File: src/include/xoc_pkg.sv
// Purpose: Shared constants and types for the crystal oscillator control block.
// Assumes: One 8-bit control register on a plain strobe port.
// Notes:   Bit positions, masks, reset value and the startup count live here.

package xoc_pkg;

   ////////////////////////////////////////////////////////////////////////////
   // Register map.
   localparam int unsigned REG_ADDR_W      = 4;
   localparam logic [3:0]  OSC_CTRL_OFFSET = 4'h0;
   localparam logic [7:0]  CTRL_RESET      = 8'h00;
   // Bits that software may write; reserved bits and the status flag excluded.
   localparam logic [7:0]  CTRL_WRITE_MASK = 8'hB6;

   ////////////////////////////////////////////////////////////////////////////
   // Field positions of the control register.
   localparam int unsigned BIT_ENABLE      = 7;
   localparam int unsigned BIT_RSVD_HI     = 6;
   localparam int unsigned BIT_STOP_KEEP   = 5;
   localparam int unsigned BIT_OUT_SEL     = 4;
   localparam int unsigned BIT_RSVD_LO     = 3;
   localparam int unsigned BIT_RANGE       = 2;
   localparam int unsigned BIT_HIGH_GAIN   = 1;
   localparam int unsigned BIT_INIT_DONE   = 0;

   ////////////////////////////////////////////////////////////////////////////
   // Timing.
   localparam int unsigned CLOCK_MHZ       = 100;
   localparam int unsigned STARTUP_CYCLES  = 4096;

   ////////////////////////////////////////////////////////////////////////////
   // Oscillator states, one-hot.
   typedef enum logic [3:0] {
      XOC_ST_OFF     = 4'h1,
      XOC_ST_STARTUP = 4'h2,
      XOC_ST_STABLE  = 4'h4,
      XOC_ST_EXT     = 4'h8
   } xoc_state_type;

endpackage

File: src/design/xoc_startup_counter.sv
// Purpose: Counts rising edges of the buffered crystal signal during startup.
// Assumes: The edge pulse is one clock wide and synchronous to clock.
// Notes:   The count saturates at the limit so done holds until cleared.

`timescale 1ns/1ps

module xoc_startup_counter #(
   parameter int unsigned LIMIT = xoc_pkg::STARTUP_CYCLES,
   parameter int unsigned CNT_W = $clog2(LIMIT + 1)
) (
   input  wire logic clock,      // System clock.
   input  wire logic nrst,       // Synchronous reset, active low.
   input  wire logic clear,      // Restart the count from zero.
   input  wire logic edge_pulse, // One rising crystal edge seen.
   output logic      done        // Limit of edges reached.
);

   localparam logic [CNT_W-1:0] LIMIT_C = CNT_W'(LIMIT);

   logic [CNT_W-1:0] count_r;

   ////////////////////////////////////////////////////////////////////////////
   // Edge counter; clear wins so each new enable repeats the full count.
   always_ff @(posedge clock) begin
      if (!nrst || clear) begin
         count_r <= '0;
      end else if (edge_pulse && (count_r != LIMIT_C)) begin
         count_r <= count_r + CNT_W'(1);
      end
   end

   // Done as soon as the limit of edges has been observed.
   assign done = (count_r == LIMIT_C);
endmodule

File: src/design/xoc_top.sv
// Purpose: Digital control of a crystal oscillator: register, enable, states.
// Assumes: Crystal and external pin signals arrive synchronous to clock.
// Notes:   Output clocks are sampled copies; analog parts are outside.
// Notes on behaviour
// Writing bit 7 of the control register to 1 enables the module, 0 disables it.
// A request from the system clock generator enables the module regardless of bit 7.
// Bits 6 and 3 are reserved, cannot be written and always read 0.
// With bit 7 set, bit 5 at 1 keeps the clock running in Stop and 0 shuts it off.
// Bit 5 has no effect while the clock generator request is high.
// Bit 4 picks the output source: 0 the external pin, 1 the crystal clock.
// Bit 2 picks the range: 0 low range near 32 kHz, 1 high range of 4 to 24 MHz.
// Software sets the range before enabling and leaves it alone while enabled.
// Bit 1 picks the amplifier mode: 0 low power, 1 high gain, in either range.
// Bit 0 is set by hardware once initialization is over and reads 0 before.
// When the internal enable drops the block goes off, clocks static, pins decoupled.
// A rising enable with bit 4 at 1 enters startup and counts crystal edges.
// The output stays gated until 4096 crystal edges were seen, then passes the crystal.
// Enabled, bit 4 at 1 and count done means stable with a running output clock.
// Enabled with bit 4 at 0 means external mode, pin clock forwarded without count.
// The internal enable is the request OR bit 7 qualified by not-Stop or bit 5.
// The startup count and the done flag clear on the way to the off state.
//
// Implementation choice: strobed register access.

`timescale 1ns/1ps

module xoc_top #(
   parameter int unsigned STARTUP_CYCLES = xoc_pkg::STARTUP_CYCLES,
   parameter int unsigned ADDR_W         = xoc_pkg::REG_ADDR_W
) (
   input  wire logic              clock,                // System clock, 100 MHz.
   input  wire logic              nrst,                 // Synchronous reset, active low.
   input  wire logic [ADDR_W-1:0] reg_addr,             // Register address.
   input  wire logic [7:0]        reg_wdata,            // Register write data.
   input  wire logic              reg_wr,               // Write strobe.
   input  wire logic              reg_rd,               // Read strobe.
   output logic      [7:0]        reg_rdata,            // Read data, cycle after strobe.
   input  wire logic              stop_mode,            // Chip is in Stop mode.
   input  wire logic              clockgen_osc_request, // Clock generator wants us on.
   input  wire logic              crystal_buf_in,       // Crystal after input buffer.
   input  wire logic              ext_clock_in_pin,     // External clock pin level.
   output logic                   crystal_clock,        // Internal crystal clock copy.
   output logic                   module_output_clock,  // Selected output clock.
   output logic                   amp_enable,           // Amplifier powered.
   output logic                   pins_coupled,         // Pins tied to the circuitry.
   output logic                   range_high,           // High frequency range.
   output logic                   high_gain_select,     // High gain amplifier mode.
   output logic                   init_done_flag        // Initialization finished.
);

   localparam logic [ADDR_W-1:0] CTRL_ADDR = ADDR_W'(xoc_pkg::OSC_CTRL_OFFSET);

   ////////////////////////////////////////////////////////////////////////////
   // Declarations.
   logic [7:0]            oscillator_control_r;
   logic [7:0]            ctrl_view;
   logic                  module_enable_bit;
   logic                  stop_keep_on_bit;
   logic                  output_source_select;
   logic                  internal_en;
   logic                  crystal_prev_r;
   logic                  crystal_edge;
   logic                  startup_count_done;
   logic                  count_clear;
   logic                  init_r;
   logic                  out_clk_r;
   logic                  crystal_drive_pin_clk_r;
   logic                  amp_en_r;
   logic                  coupled_r;
   logic [7:0]            rdata_r;
   xoc_pkg::xoc_state_type state_r;
   xoc_pkg::xoc_state_type state_nxt;

   // Address decode used by both the write and the read path.
   function automatic logic hits_ctrl(input logic [ADDR_W-1:0] a);
      hits_ctrl = (a == CTRL_ADDR);
   endfunction

   ////////////////////////////////////////////////////////////////////////////
   // Control register; only writable bits change, reserved ones stay zero.
   always_ff @(posedge clock) begin
      if (!nrst) begin
         oscillator_control_r <= xoc_pkg::CTRL_RESET;
      end else if (reg_wr && hits_ctrl(reg_addr)) begin
         oscillator_control_r <= reg_wdata & xoc_pkg::CTRL_WRITE_MASK;
      end
   end

   // Field views of the stored control bits.
   assign module_enable_bit    = oscillator_control_r[xoc_pkg::BIT_ENABLE];
   assign stop_keep_on_bit     = oscillator_control_r[xoc_pkg::BIT_STOP_KEEP];
   assign output_source_select = oscillator_control_r[xoc_pkg::BIT_OUT_SEL];

   // Read view: stored bits, reserved bits zero, the status flag from hardware.
   always_comb begin
      ctrl_view                         = oscillator_control_r;
      ctrl_view[xoc_pkg::BIT_INIT_DONE] = init_r;
   end

   ////////////////////////////////////////////////////////////////////////////
   // Read data stand only in the cycle after the strobe; other addresses read 0.
   always_ff @(posedge clock) begin
      if (!nrst) begin
         rdata_r <= 8'h00;
      end else if (reg_rd && hits_ctrl(reg_addr)) begin
         rdata_r <= ctrl_view;
      end else begin
         rdata_r <= 8'h00;
      end
   end

   ////////////////////////////////////////////////////////////////////////////
   // Internal enable: the request overrides, the register bit obeys Stop.
   assign internal_en = clockgen_osc_request
                      | (module_enable_bit
                         & (~stop_mode | stop_keep_on_bit));

   ////////////////////////////////////////////////////////////////////////////
   // Rising edges of the buffered crystal signal feed the startup counter.
   always_ff @(posedge clock) begin
      if (!nrst) begin
         crystal_prev_r <= 1'b0;
      end else begin
         crystal_prev_r <= crystal_buf_in;
      end
   end

   // Only edges seen while starting up are counted.
   assign crystal_edge = crystal_buf_in & ~crystal_prev_r
                       & (state_r == xoc_pkg::XOC_ST_STARTUP);

   // The count restarts whenever the crystal path is abandoned.
   assign count_clear = (state_nxt == xoc_pkg::XOC_ST_OFF)
                      | (state_nxt == xoc_pkg::XOC_ST_EXT);

   xoc_startup_counter #(
      .LIMIT      (STARTUP_CYCLES)
   ) u_counter (
      .clock      (clock),
      .nrst       (nrst),
      .clear      (count_clear),
      .edge_pulse (crystal_edge),
      .done       (startup_count_done)
   );

   ////////////////////////////////////////////////////////////////////////////
   // Next state; a dropped enable always wins and sends the block off.
   always_comb begin
      state_nxt = state_r;
      if (!internal_en) begin
         state_nxt = xoc_pkg::XOC_ST_OFF;
      end else begin
         unique case (state_r)
            xoc_pkg::XOC_ST_OFF: begin
               if (output_source_select) begin
                  state_nxt = xoc_pkg::XOC_ST_STARTUP;
               end else begin
                  state_nxt = xoc_pkg::XOC_ST_EXT;
               end
            end
            xoc_pkg::XOC_ST_STARTUP: begin
               if (!output_source_select) begin
                  state_nxt = xoc_pkg::XOC_ST_EXT;
               end else if (startup_count_done) begin
                  state_nxt = xoc_pkg::XOC_ST_STABLE;
               end
            end
            xoc_pkg::XOC_ST_STABLE: begin
               if (!output_source_select) begin
                  state_nxt = xoc_pkg::XOC_ST_EXT;
               end
            end
            xoc_pkg::XOC_ST_EXT: begin
               if (output_source_select) begin
                  state_nxt = xoc_pkg::XOC_ST_STARTUP;
               end
            end
            default: begin
               state_nxt = xoc_pkg::XOC_ST_OFF;
            end
         endcase
      end
   end

   // State register.
   always_ff @(posedge clock) begin
      if (!nrst) begin
         state_r <= xoc_pkg::XOC_ST_OFF;
      end else begin
         state_r <= state_nxt;
      end
   end

   ////////////////////////////////////////////////////////////////////////////
   // Initialization flag: set by the count, cleared on the way off and while a
   // count runs, so a restart from external mode cannot report a stale done.
   always_ff @(posedge clock) begin
      if (!nrst) begin
         init_r <= 1'b0;
      end else if ((state_nxt == xoc_pkg::XOC_ST_OFF)
                   || (state_nxt == xoc_pkg::XOC_ST_STARTUP)) begin
         init_r <= 1'b0;
      end else if (startup_count_done) begin
         init_r <= 1'b1;
      end
   end

   ////////////////////////////////////////////////////////////////////////////
   // Output clock follows the source that the coming state allows.
   always_ff @(posedge clock) begin
      if (!nrst) begin
         out_clk_r <= 1'b0;
      end else begin
         unique case (state_nxt)
            xoc_pkg::XOC_ST_STABLE:  out_clk_r <= crystal_buf_in;
            xoc_pkg::XOC_ST_EXT:     out_clk_r <= ext_clock_in_pin;
            xoc_pkg::XOC_ST_STARTUP: out_clk_r <= 1'b0;
            default:                 out_clk_r <= 1'b0;
         endcase
      end
   end

   // Internal crystal clock is static while off and free otherwise.
   always_ff @(posedge clock) begin
      if (!nrst) begin
         crystal_drive_pin_clk_r <= 1'b0;
      end else if (state_nxt == xoc_pkg::XOC_ST_OFF) begin
         crystal_drive_pin_clk_r <= 1'b0;
      end else begin
         crystal_drive_pin_clk_r <= crystal_buf_in;
      end
   end

   ////////////////////////////////////////////////////////////////////////////
   // Analog controls: amplifier on for the crystal path, pins coupled when on.
   always_ff @(posedge clock) begin
      if (!nrst) begin
         amp_en_r  <= 1'b0;
         coupled_r <= 1'b0;
      end else begin
         amp_en_r  <= (state_nxt == xoc_pkg::XOC_ST_STARTUP)
                    | (state_nxt == xoc_pkg::XOC_ST_STABLE);
         coupled_r <= (state_nxt != xoc_pkg::XOC_ST_OFF);
      end
   end

   ////////////////////////////////////////////////////////////////////////////
   // Output drive; range is taken as set before enabling.
   assign reg_rdata           = rdata_r;
   assign crystal_clock       = crystal_drive_pin_clk_r;
   assign module_output_clock = out_clk_r;
   assign amp_enable          = amp_en_r;
   assign pins_coupled        = coupled_r;
   assign range_high          = oscillator_control_r[xoc_pkg::BIT_RANGE];
   assign high_gain_select    = oscillator_control_r[xoc_pkg::BIT_HIGH_GAIN];
   assign init_done_flag      = init_r;
endmodule

File: config.mk
export PLATFORM = sky130hd
export DESIGN_NAME = xoc_top
export DESIGN_NICKNAME = d
export VERILOG_FILES = /design/src/include/xoc_pkg.sv /design/src/design/xoc_startup_counter.sv /design/src/design/xoc_top.sv
export SDC_FILE = /design/constraint.sdc
export NUM_CORES = 1
export LEC_CHECK = 0
export BUFFER_PORTS_ARGS = -buffer_cell sky130_fd_sc_hd__buf_2
export CAP_MARGIN = 10
export CORE_UTILIZATION = 55
export DETAILED_ROUTE_END_ITERATION = 16
export PLACE_DENSITY_LB_ADDON = 0.12
export REMOVE_ABC_BUFFERS = 1
export SLEW_MARGIN = 5
export SYNTH_ARGS = -nofsm -noshare
export SYNTH_HDL_FRONTEND = slang
export SYNTH_SLANG_ARGS = --single-unit
File: constraint.sdc
create_clock -name clock -period 4.44 [get_ports clock]
set_input_delay 0.444 -clock clock [delete_from_list [all_inputs] [get_ports clock]]
set_output_delay 0.444 -clock clock [all_outputs]
set_load 0.01 [all_outputs]
==> results.py, run 1 <==
metrics = {
    "final_layout": {
        "num_antenna_cells": 0,
        "layout-drive-gt1-share_pct": 20.2,
        "fin_nets": 214,
        "synthToLayoutAreaGrowth_pct": 16.7,
    },
    "setup_path": {
        "cp_cell_sequence": "or3b_4 > or3_1 > or3_1 > a21oi_1",
        "crit_top_cell": "or3_1",
        "critical-path-max-stage-delay_ps": 500,
        "worstSetupPathType": "flop to flop",
        "endpoint_kind": "flop",
        "cp_data_required_time_ps": 4700,
        "crit_arrival_ps": 2170,
        "start_kind": "flop",
        "slowest_stage": "or3_1",
        "crit_fanout": 7,
    },
    "die": {
        "die_y_um": 52.9,
        "die_area_um2": 2800,
        "dieWidth_um": 52.9,
        "core_um2": 2450,
        "start_util_pct": 58.0,
        "ios": 35,
        "row_count": 18,
    },
    "synth": {
        "ys_seq_area_share_pct": 47.8,
        "yosys.area.top_type_share_pct": 47.8,
        "ys_warn_count": 0,
        "ys_seq_elements": 34,
        "yosysTopAreaCell": "dfxtp_1",
        "async_reset_ff_share_pct": 0,
        "netlist_area_um2": 1420,
        "synthDistinctLibCells": 36,
        "synthFlopType": "dfxtp_1",
        "synthTopCellsByArea": "dfxtp_1 (48%), nand3_1 (4.9%), a21oi_1 (3.9%)",
        "synth_edf_count": 0,
        "synth_area_per_cell_um2": 8.96,
        "synth_cells": 159,
    },
    "routing": {
        "drc_errors": 1,
        "wirelength_mm": 2.94,
        "avgRoutedWirePerCell_um": 13.2,
        "drt_iter0_drc": 22,
        "antenna_left": 0,
        "dr.pass1.iters": 10,
        "vias": 1240,
        "viasPerCell": 5.56,
    },
    "timing": {
        "worst_pin_slew_ps": 892,
        "fin_crit_sh_pct": 43.0,
        "maxSlewViolCount": 0,
        "fmax_mhz": 524,
        "fin_worst_skew_ps": 9.93,
        "min_period_ps": 1910,
        "rsz0062_at_grt": "false",
        "setup_violations": 0,
        "tns_ps": 0,
        "hold_viol_final": 0,
        "slew_headroom_pct": 40.0,
    },
    "clock_tree": {
        "cts_buffers": 5,
        "cts_resized": 0,
        "clkTransAtPathRegs_ps": 100,
        "cts.sinks": 34,
        "clock_path_buffers": 2,
        "cts_setup_buffers": 0,
        "htreeDepth": 2,
        "cts_tree": "done",
        "hold_buffers": 0,
        "clk_latency_ps": 340,
        "cts_root_buf": "clkbuf_4",
    },
    "global_route": {
        "grt_max_degree": 17,
        "grt_pass1_wl_mm": 4.73,
        "antenna_found_initial": 0,
        "grt_pass1_vias": 1115,
        "grt_util_all_layers_pct": 24.0,
        "grt_overflow": 0,
    },
    "pwr": {
        "p_leak_nw": 0.655,
        "total_power_uw": 557,
        "p_switching_uw": 118,
        "clkPwrFrac_pct": 39.7,
        "ir_drop_mv": 0.296,
        "internal-power_uw": 439,
        "pwr-share-seq_pct": 56.0,
        "combPwrFrac_pct": 4.3,
        "powerDensity_nw_per_um2": 335,
        "switching_share_pct": 21.1,
    },
    "min_path": {
        "min_path_type": "input port to flop",
    },
    "run": {
        "maxCapViolCount": 0,
    },
    "placement": {
        "port_buffers": 29,
        "dpl.hpwl_mm": 2.10,
        "gp_congestion": 0.802,
    },
    "outcome": {
        "outcome": "finished with violations",
        "violations": "design-rule violations",
    },
}
## synthesized netlist by cell type, drive strengths merged (3+ instances only)
cell type	n
and2	7
and3	5
dfxtp	34
nor2	13
inv	5
nor4b	3
nand2	13
xor2	5
a21boi	5
nand3	14
or3	6
buf	3
a21oi	11
nor4	3
o21ai	9
## final cells by class
cell class,count,area [um2]
clock buffer,7,45.0
inverter,5,18.8
multi-input combinational,117,704
clock inverter,1,30.0
sequential,34,681
timing repair buffer,29,145
tap,30,37.5
fill,213,793
## critical path, delay by kind of cell (launching register included)
| kind | cells | cell delay, ps |
|---|---|---|
| flops | 1 | 380 |
| simple gates | 3 | 1300 |
| compound gates | 1 | 140 |
## final timing paths
path	to	cells after the start	slack [ps]	start
setup / recovery	u_counter.count_r[7]	4	2530	state_r[3]
hold / removal	oscillator_control_r[7]	3	360	reg_wdata[7]
setup reg to reg	u_counter.count_r[7]	4	2530	state_r[3]
hold reg to reg	oscillator_control_r[5]	2	490	oscillator_control_r[5]
## power groups by stage
stage	Combinational, mW	Sequential, mW	Clock, mW
3_5_place_dp	0.0236	0.319	0
5_1_grt	0.0265	0.313	0.241
3_3_place_gp	0.0229	0.319	0
2_1_floorplan	0.0107	0.319	0
4_1_cts	0.0239	0.312	0.227
6_report	0.0240	0.312	0.221
## logic make-up (layout without fill, tap and decap cells)
| kind of cell | Yosys count | count (layout) | synth area share (%) |
|---|---|---|---|
| AO/OA/AOI/OAI | 29 | 29 | 11.9 |
| XOR/XNOR | 7 | 7 | 4.31 |
| adder cells (fa/ha/maj) | 2 | 2 | 1.76 |
| buffers and inverters | 9 | 42 | 2.99 |
| flip-flops | 34 | 34 | 47.8 |
| other | 1 | 2 | 0.263 |
| AND/OR/NAND/NOR | 77 | 77 | 31.0 |
## flip-flops by register name, summed over array words and instances (netlist names)
signal / count
u_counter.count_r: 13
init_done_flag: 1
oscillator_control_r: 5
crystal_prev_r: 1
crystal_clock: 1
pins_coupled: 1
reg_rdata: 6
amp_enable: 1
state_r: 4
module_output_clock: 1
## metrics by stage
| step | utilization, % | instances | setup slack [ps] | cell area [um2] | hold WS, ps |
|---|---|---|---|---|---|
| 4_1_cts | 67.7 | 223 | 2540 | 1660 | 352 |
| 3_5_place_dp | 64.6 | 215 | 2390 | 1590 | 473 |
| 2_1_floorplan | - | 156 | 2660 | 1400 | 447 |
| 5_1_grt | 67.7 | 223 | 2430 | 1660 | 351 |
| 3_3_place_gp | 64.6 | 215 | 2430 | 1590 | 464 |
| 6_report | 67.7 | 223 | 2530 | 1660 | 362 |
## metal layers
metal  share of wire [%]  GRT usage, %
met1                  44          26.8
met2                  50          40.5
met3                 4.3          8.62
met4                 1.6          10.5
met5                   0             0
## layout by cell type (no fill, tap or decap), types with 6 or more instances in the layout
cell     Yosys  final
dfxtp_1     34     34
buf_2        1     29
nand3_1     14     14
nor2_1      13     13
nand2_1     13     13
a21oi_1     11     11
o21ai_0      9      9
and2_1       7      7
or3_1        6      6
(Power assumes the default switching activity.)
==> run 2, diff against run 1 <==
CORE_UTILIZATION = 46   (was 55)
clock period = 1.69 ns   (was 4.44 ns; I/O delays follow)
==> results.py, run 2 (synthesized netlist as in run 1, its figures left out) <==
metrics = {
    "timing": {
        "fin_crit_sh_pct": 97.1,
        "fmax_mhz": 610,
        "setup_violations": 0,
        "hold_viol_final": 0,
        "rsz0062_at_grt": "false",
        "min_period_ps": 1640,
        "timing.final.ws_setup_ps": 49.8,
        "tns_ps": 0,
        "maxSlewViolCount": 0,
        "fin_worst_skew_ps": 7.99,
    },
    "routing": {
        "wirelength_mm": 2.92,
        "viasPerCell": 5.27,
        "dr.pass1.iters": 10,
        "drt_iter0_drc": 43,
        "avgRoutedWirePerCell_um": 12.2,
        "drc_errors": 3,
        "antenna_left": 0,
        "vias": 1260,
    },
    "setup_path": {
        "worstSetupPathType": "flop to flop",
        "critical-path-max-stage-delay_ps": 410,
        "slowest_stage": "or3b_4",
        "endpoint_kind": "flop",
        "regToRegSetupSlack_ps": 50,
        "start_kind": "flop",
        "crit_arrival_ps": 1920,
        "crit_fanout": 4,
        "cp_cell_sequence": "or3b_4 > or3_1 > or4_1 > a21oi_1",
        "cp_data_required_time_ps": 1970,
    },
    "placement": {
        "dp_slack_ps": -34.5,
        "gp_congestion": 0.844,
        "placed_cells": 231,
        "port_buffers": 29,
        "dpl.hpwl_mm": 2.17,
    },
    "global_route": {
        "grt_util_all_layers_pct": 20.2,
        "grt_max_degree": 17,
        "grt_pass1_wl_mm": 4.97,
        "antenna_found_initial": 0,
        "grt_overflow": 0,
        "grt_pass1_vias": 1128,
    },
    "clock_tree": {
        "cts_root_buf": "clkbuf_4",
        "hold_buffers": 0,
        "clkTransAtPathRegs_ps": 90,
        "clk_latency_ps": 340,
        "cts_tree": "done",
        "cts_buffers": 5,
        "htreeDepth": 2,
        "cts.sinks": 34,
        "clock_path_buffers": 2,
    },
    "die": {
        "dieWidth_um": 57.6,
        "ios": 35,
        "die_y_um": 57.6,
        "row_count": 19,
        "start_util_pct": 49.9,
        "die_area_um2": 3320,
        "core_um2": 2850,
    },
    "pwr": {
        "clkPwrFrac_pct": 31.1,
        "combPwrFrac_pct": 5.9,
        "ir_drop_mv": 0.613,
        "internal-power_mw": 1.00,
        "total_power_mw": 1.29,
        "switching_share_pct": 22.3,
        "pwr-share-seq_pct": 63.0,
        "p_switching_uw": 288,
        "powerDensity_nw_per_um2": 729,
        "p_leak_nw": 0.725,
    },
    "outcome": {
        "violations": "design-rule violations",
        "outcome": "finished with violations",
    },
    "final_layout": {
        "layout_common_cells": "dfxtp_1 (32), buf_2 (29), buf_4 (16)",
        "layout-drive-gt1-share_pct": 28.4,
        "final_common_cell": "dfxtp_1",
        "fin_cells": 239,
        "largest_register_ffs": 13,
        "largest_register": "u_counter.count_r",
        "fin_nets": 230,
        "regArea_um2": 683,
        "synthToLayoutAreaGrowth_pct": 24.6,
        "num_antenna_cells": 0,
        "multi_input_area_um2": 723,
        "fillers": 266,
    },
    "min_path": {
        "min_path_type": "input port to flop",
    },
    "run": {
        "maxCapViolCount": 0,
    },
}
==> run 2: layer usage <==
| metal | vias to the layer above | wire, um | global-route usage [%] |
|---|---|---|---|
| met5 | - | 0 | 0 |
| met4 | 0 | 51 | 11.5 |
| met3 | 4 | 159 | 6.25 |
| met2 | 26 | 1260 | 30.6 |
| met1 | 575 | 1450 | 25.7 |
| li1 | 655 | - | - |
==> run 2: worst paths after layout <==
path	startpoint	depth (start not counted)	end
setup reg to reg	state_r[3]	4	u_counter.count_r[2]
hold reg to reg	oscillator_control_r[5]	2	oscillator_control_r[5]
setup / recovery	state_r[3]	4	u_counter.count_r[2]
hold / removal	reg_wdata[5]	3	oscillator_control_r[5]
==> run 2: stage by stage <==
step	hold WS, ps	cell area, um2	utilization [%]
after global placement	434	1700	59.6
after CTS	83.1	1760	61.6
after detailed placement	443	1700	59.6
after floorplan	291	1400	-
final	93.3	1770	62.2
after global routing	116	1770	62.2
==> run 2: power by group through the flow <==
stage / clock, mW / sequential, mW / combinational [mW]
2_1_floorplan: 0 / 0.839 / 0.0281
5_1_grt: 0.447 / 0.817 / 0.0855
3_3_place_gp: 0 / 0.834 / 0.0739
4_1_cts: 0.416 / 0.815 / 0.0759
6_report: 0.402 / 0.815 / 0.0758
3_5_place_dp: 0 / 0.834 / 0.0756
==> run 2: timing repair <==
action	CTS	global route
resized for setup	1	5
setup endpoints to repair	4	10
pin swaps	1	4
buffers inserted	1	0
gates cloned	0	0
==> run 2: worst max-delay path: cells and delay by family (launching register included) <==
kind               cells  cell delay, ps
DFF                    1             320
AOI/OAI and AO/OA      1             130
and+or+nand+nor        3            1140
==> run 2: final cells by class <==
class	count	share of cell area, %
Multi-Input combinational cell	117	40.8
Sequential cell	34	38.5
Timing Repair Buffer	45	15.0
Clock buffer	7	2.54
Tap cell	31	2.19
Inverter	5	1.06
==> run 3, diff against run 2 <==
RECOVER_POWER = 100   (was not set)
==> results.py, run 3 (synthesized netlist as in run 1, its figures left out) <==
metrics = {
    "final_layout": {
        "synthToLayoutAreaGrowth_pct": 22.1,
        "final_common_cell": "dfxtp_1",
        "largest_register": "u_counter.count_r",
        "layout-drive-gt1-share_pct": 20.7,
        "layout_common_cells": "dfxtp_1 (32), clkbuf_1 (17), buf_2 (16)",
        "fin_nets": 230,
        "design_area_um2": 1740,
        "num_antenna_cells": 0,
        "largest_register_ffs": 13,
    },
    "global_route": {
        "grt_util_all_layers_pct": 20.2,
        "grt_overflow": 0,
        "grt_pass1_wl_mm": 4.97,
        "antenna_found_initial": 0,
        "grt_max_degree": 17,
        "grt_pass1_vias": 1128,
    },
    "routing": {
        "viasPerCell": 5.27,
        "dr.pass1.iters": 12,
        "avgRoutedWirePerCell_um": 12.2,
        "antenna_left": 0,
        "drc_errors": 3,
        "wirelength_mm": 2.92,
        "vias": 1260,
        "drt_iter0_drc": 32,
    },
    "setup_path": {
        "start_kind": "flop",
        "slowest_stage": "or3b_4",
        "crit_arrival_ps": 1920,
        "critical-path-max-stage-delay_ps": 410,
        "worstSetupPathType": "flop to flop",
        "cp_cell_sequence": "or3b_4 > or3_1 > or4_1 > a21oi_1",
        "crit_fanout": 4,
        "endpoint_kind": "flop",
        "cp_data_required_time_ps": 1960,
    },
    "die": {
        "die_y_um": 57.6,
        "start_util_pct": 49.9,
        "row_count": 19,
        "ios": 35,
        "dieWidth_um": 57.6,
        "core_um2": 2850,
        "die_area_um2": 3320,
    },
    "pwr": {
        "p_leak_nw": 0.655,
        "p_switching_uw": 286,
        "powerDensity_nw_per_um2": 742,
        "switching_share_pct": 22.2,
        "ir_drop_mv": 0.613,
        "combPwrFrac_pct": 5.7,
        "internal-power_mw": 1.00,
        "pwr-share-seq_pct": 63.2,
        "clkPwrFrac_pct": 31.1,
    },
    "placement": {
        "gp_congestion": 0.844,
        "placed_area_um2": 1700,
        "dpl.hpwl_mm": 2.17,
        "port_buffers": 29,
    },
    "clock_tree": {
        "cts_buffers": 5,
        "cts.sinks": 34,
        "clk_latency_ps": 340,
        "clock_path_buffers": 2,
        "hold_buffers": 0,
        "clkTransAtPathRegs_ps": 90,
        "cts_tree": "done",
        "cts_root_buf": "clkbuf_4",
        "htreeDepth": 2,
    },
    "timing": {
        "rsz0062_at_grt": "false",
        "tns_ps": 0,
        "fmax_mhz": 609,
        "min_period_ps": 1640,
        "fin_worst_skew_ps": 6.42,
        "hold_viol_final": 0,
        "fin_crit_sh_pct": 97.1,
        "maxSlewViolCount": 0,
        "setup_violations": 0,
    },
    "outcome": {
        "outcome": "finished with violations",
        "violations": "design-rule violations",
    },
    "run": {
        "maxCapViolCount": 0,
    },
    "min_path": {
        "min_path_type": "input port to flop",
    },
}
[run 3: worst paths after layout]
path / cells past startpoint / startpoint / slack [ps] / endpoint
max reg2reg: 4 / state_r[3] / 50 / u_counter.count_r[2]
min reg2reg: 2 / oscillator_control_r[5] / 480 / oscillator_control_r[5]
min: 3 / reg_wdata[5] / 90 / oscillator_control_r[5]
max: 4 / state_r[3] / 50 / u_counter.count_r[2]
[run 3: area by class of cell]
cell class,instances,area [um2]
clock buffer,7,45.0
fill,283,1110
inverter,5,18.8
multi-input combinational,117,711
sequential,34,683
tap,31,38.8
timing repair buffer,45,241
[run 3: worst max-delay path: cells and delay by family, from the launching register on]
kind            cells  cell delay, ps
simple gates        3            1140
compound gates      1             130
flops               1             320
[run 3: routing by layer]
metal  vias up  part of all wire (%)  GRT usage [%]
li1        657                     -              -
met1       571                    50           25.7
met2        26                    43           30.6
met3         6                   4.9           6.25
met4         0                   2.3           11.5
met5         -                     0              0
[run 3: power groups by stage]
stage | clock network (mW) | registers [mW] | logic, mW
2_1_floorplan | 0 | 0.839 | 0.0281
3_3_place_gp | 0 | 0.834 | 0.0739
3_5_place_dp | 0 | 0.834 | 0.0756
4_1_cts | 0.416 | 0.815 | 0.0759
5_1_grt | 0.447 | 0.817 | 0.0823
6_report | 0.401 | 0.815 | 0.0730
[run 3: what timing repair did]
action                                  4_1_cts  5_1_grt
endpoints found under the setup margin        4       10
gates resized for setup                       1        5
buffers inserted                              1        0
pin swaps                                     1        4
[run 3: through the flow]
step	utilization (%)	cells	worst slack, ps	hold WS, ps	power (mW)
final	60.9	239	48.7	94.5	1.29
after global routing	60.9	239	5.75	116	1.35
after CTS	61.6	239	8.84	83.1	1.31
after detailed placement	59.6	231	-34.5	443	0.910
after global placement	59.6	231	-9.92	434	0.908
after floorplan	-	156	-28.1	291	0.867
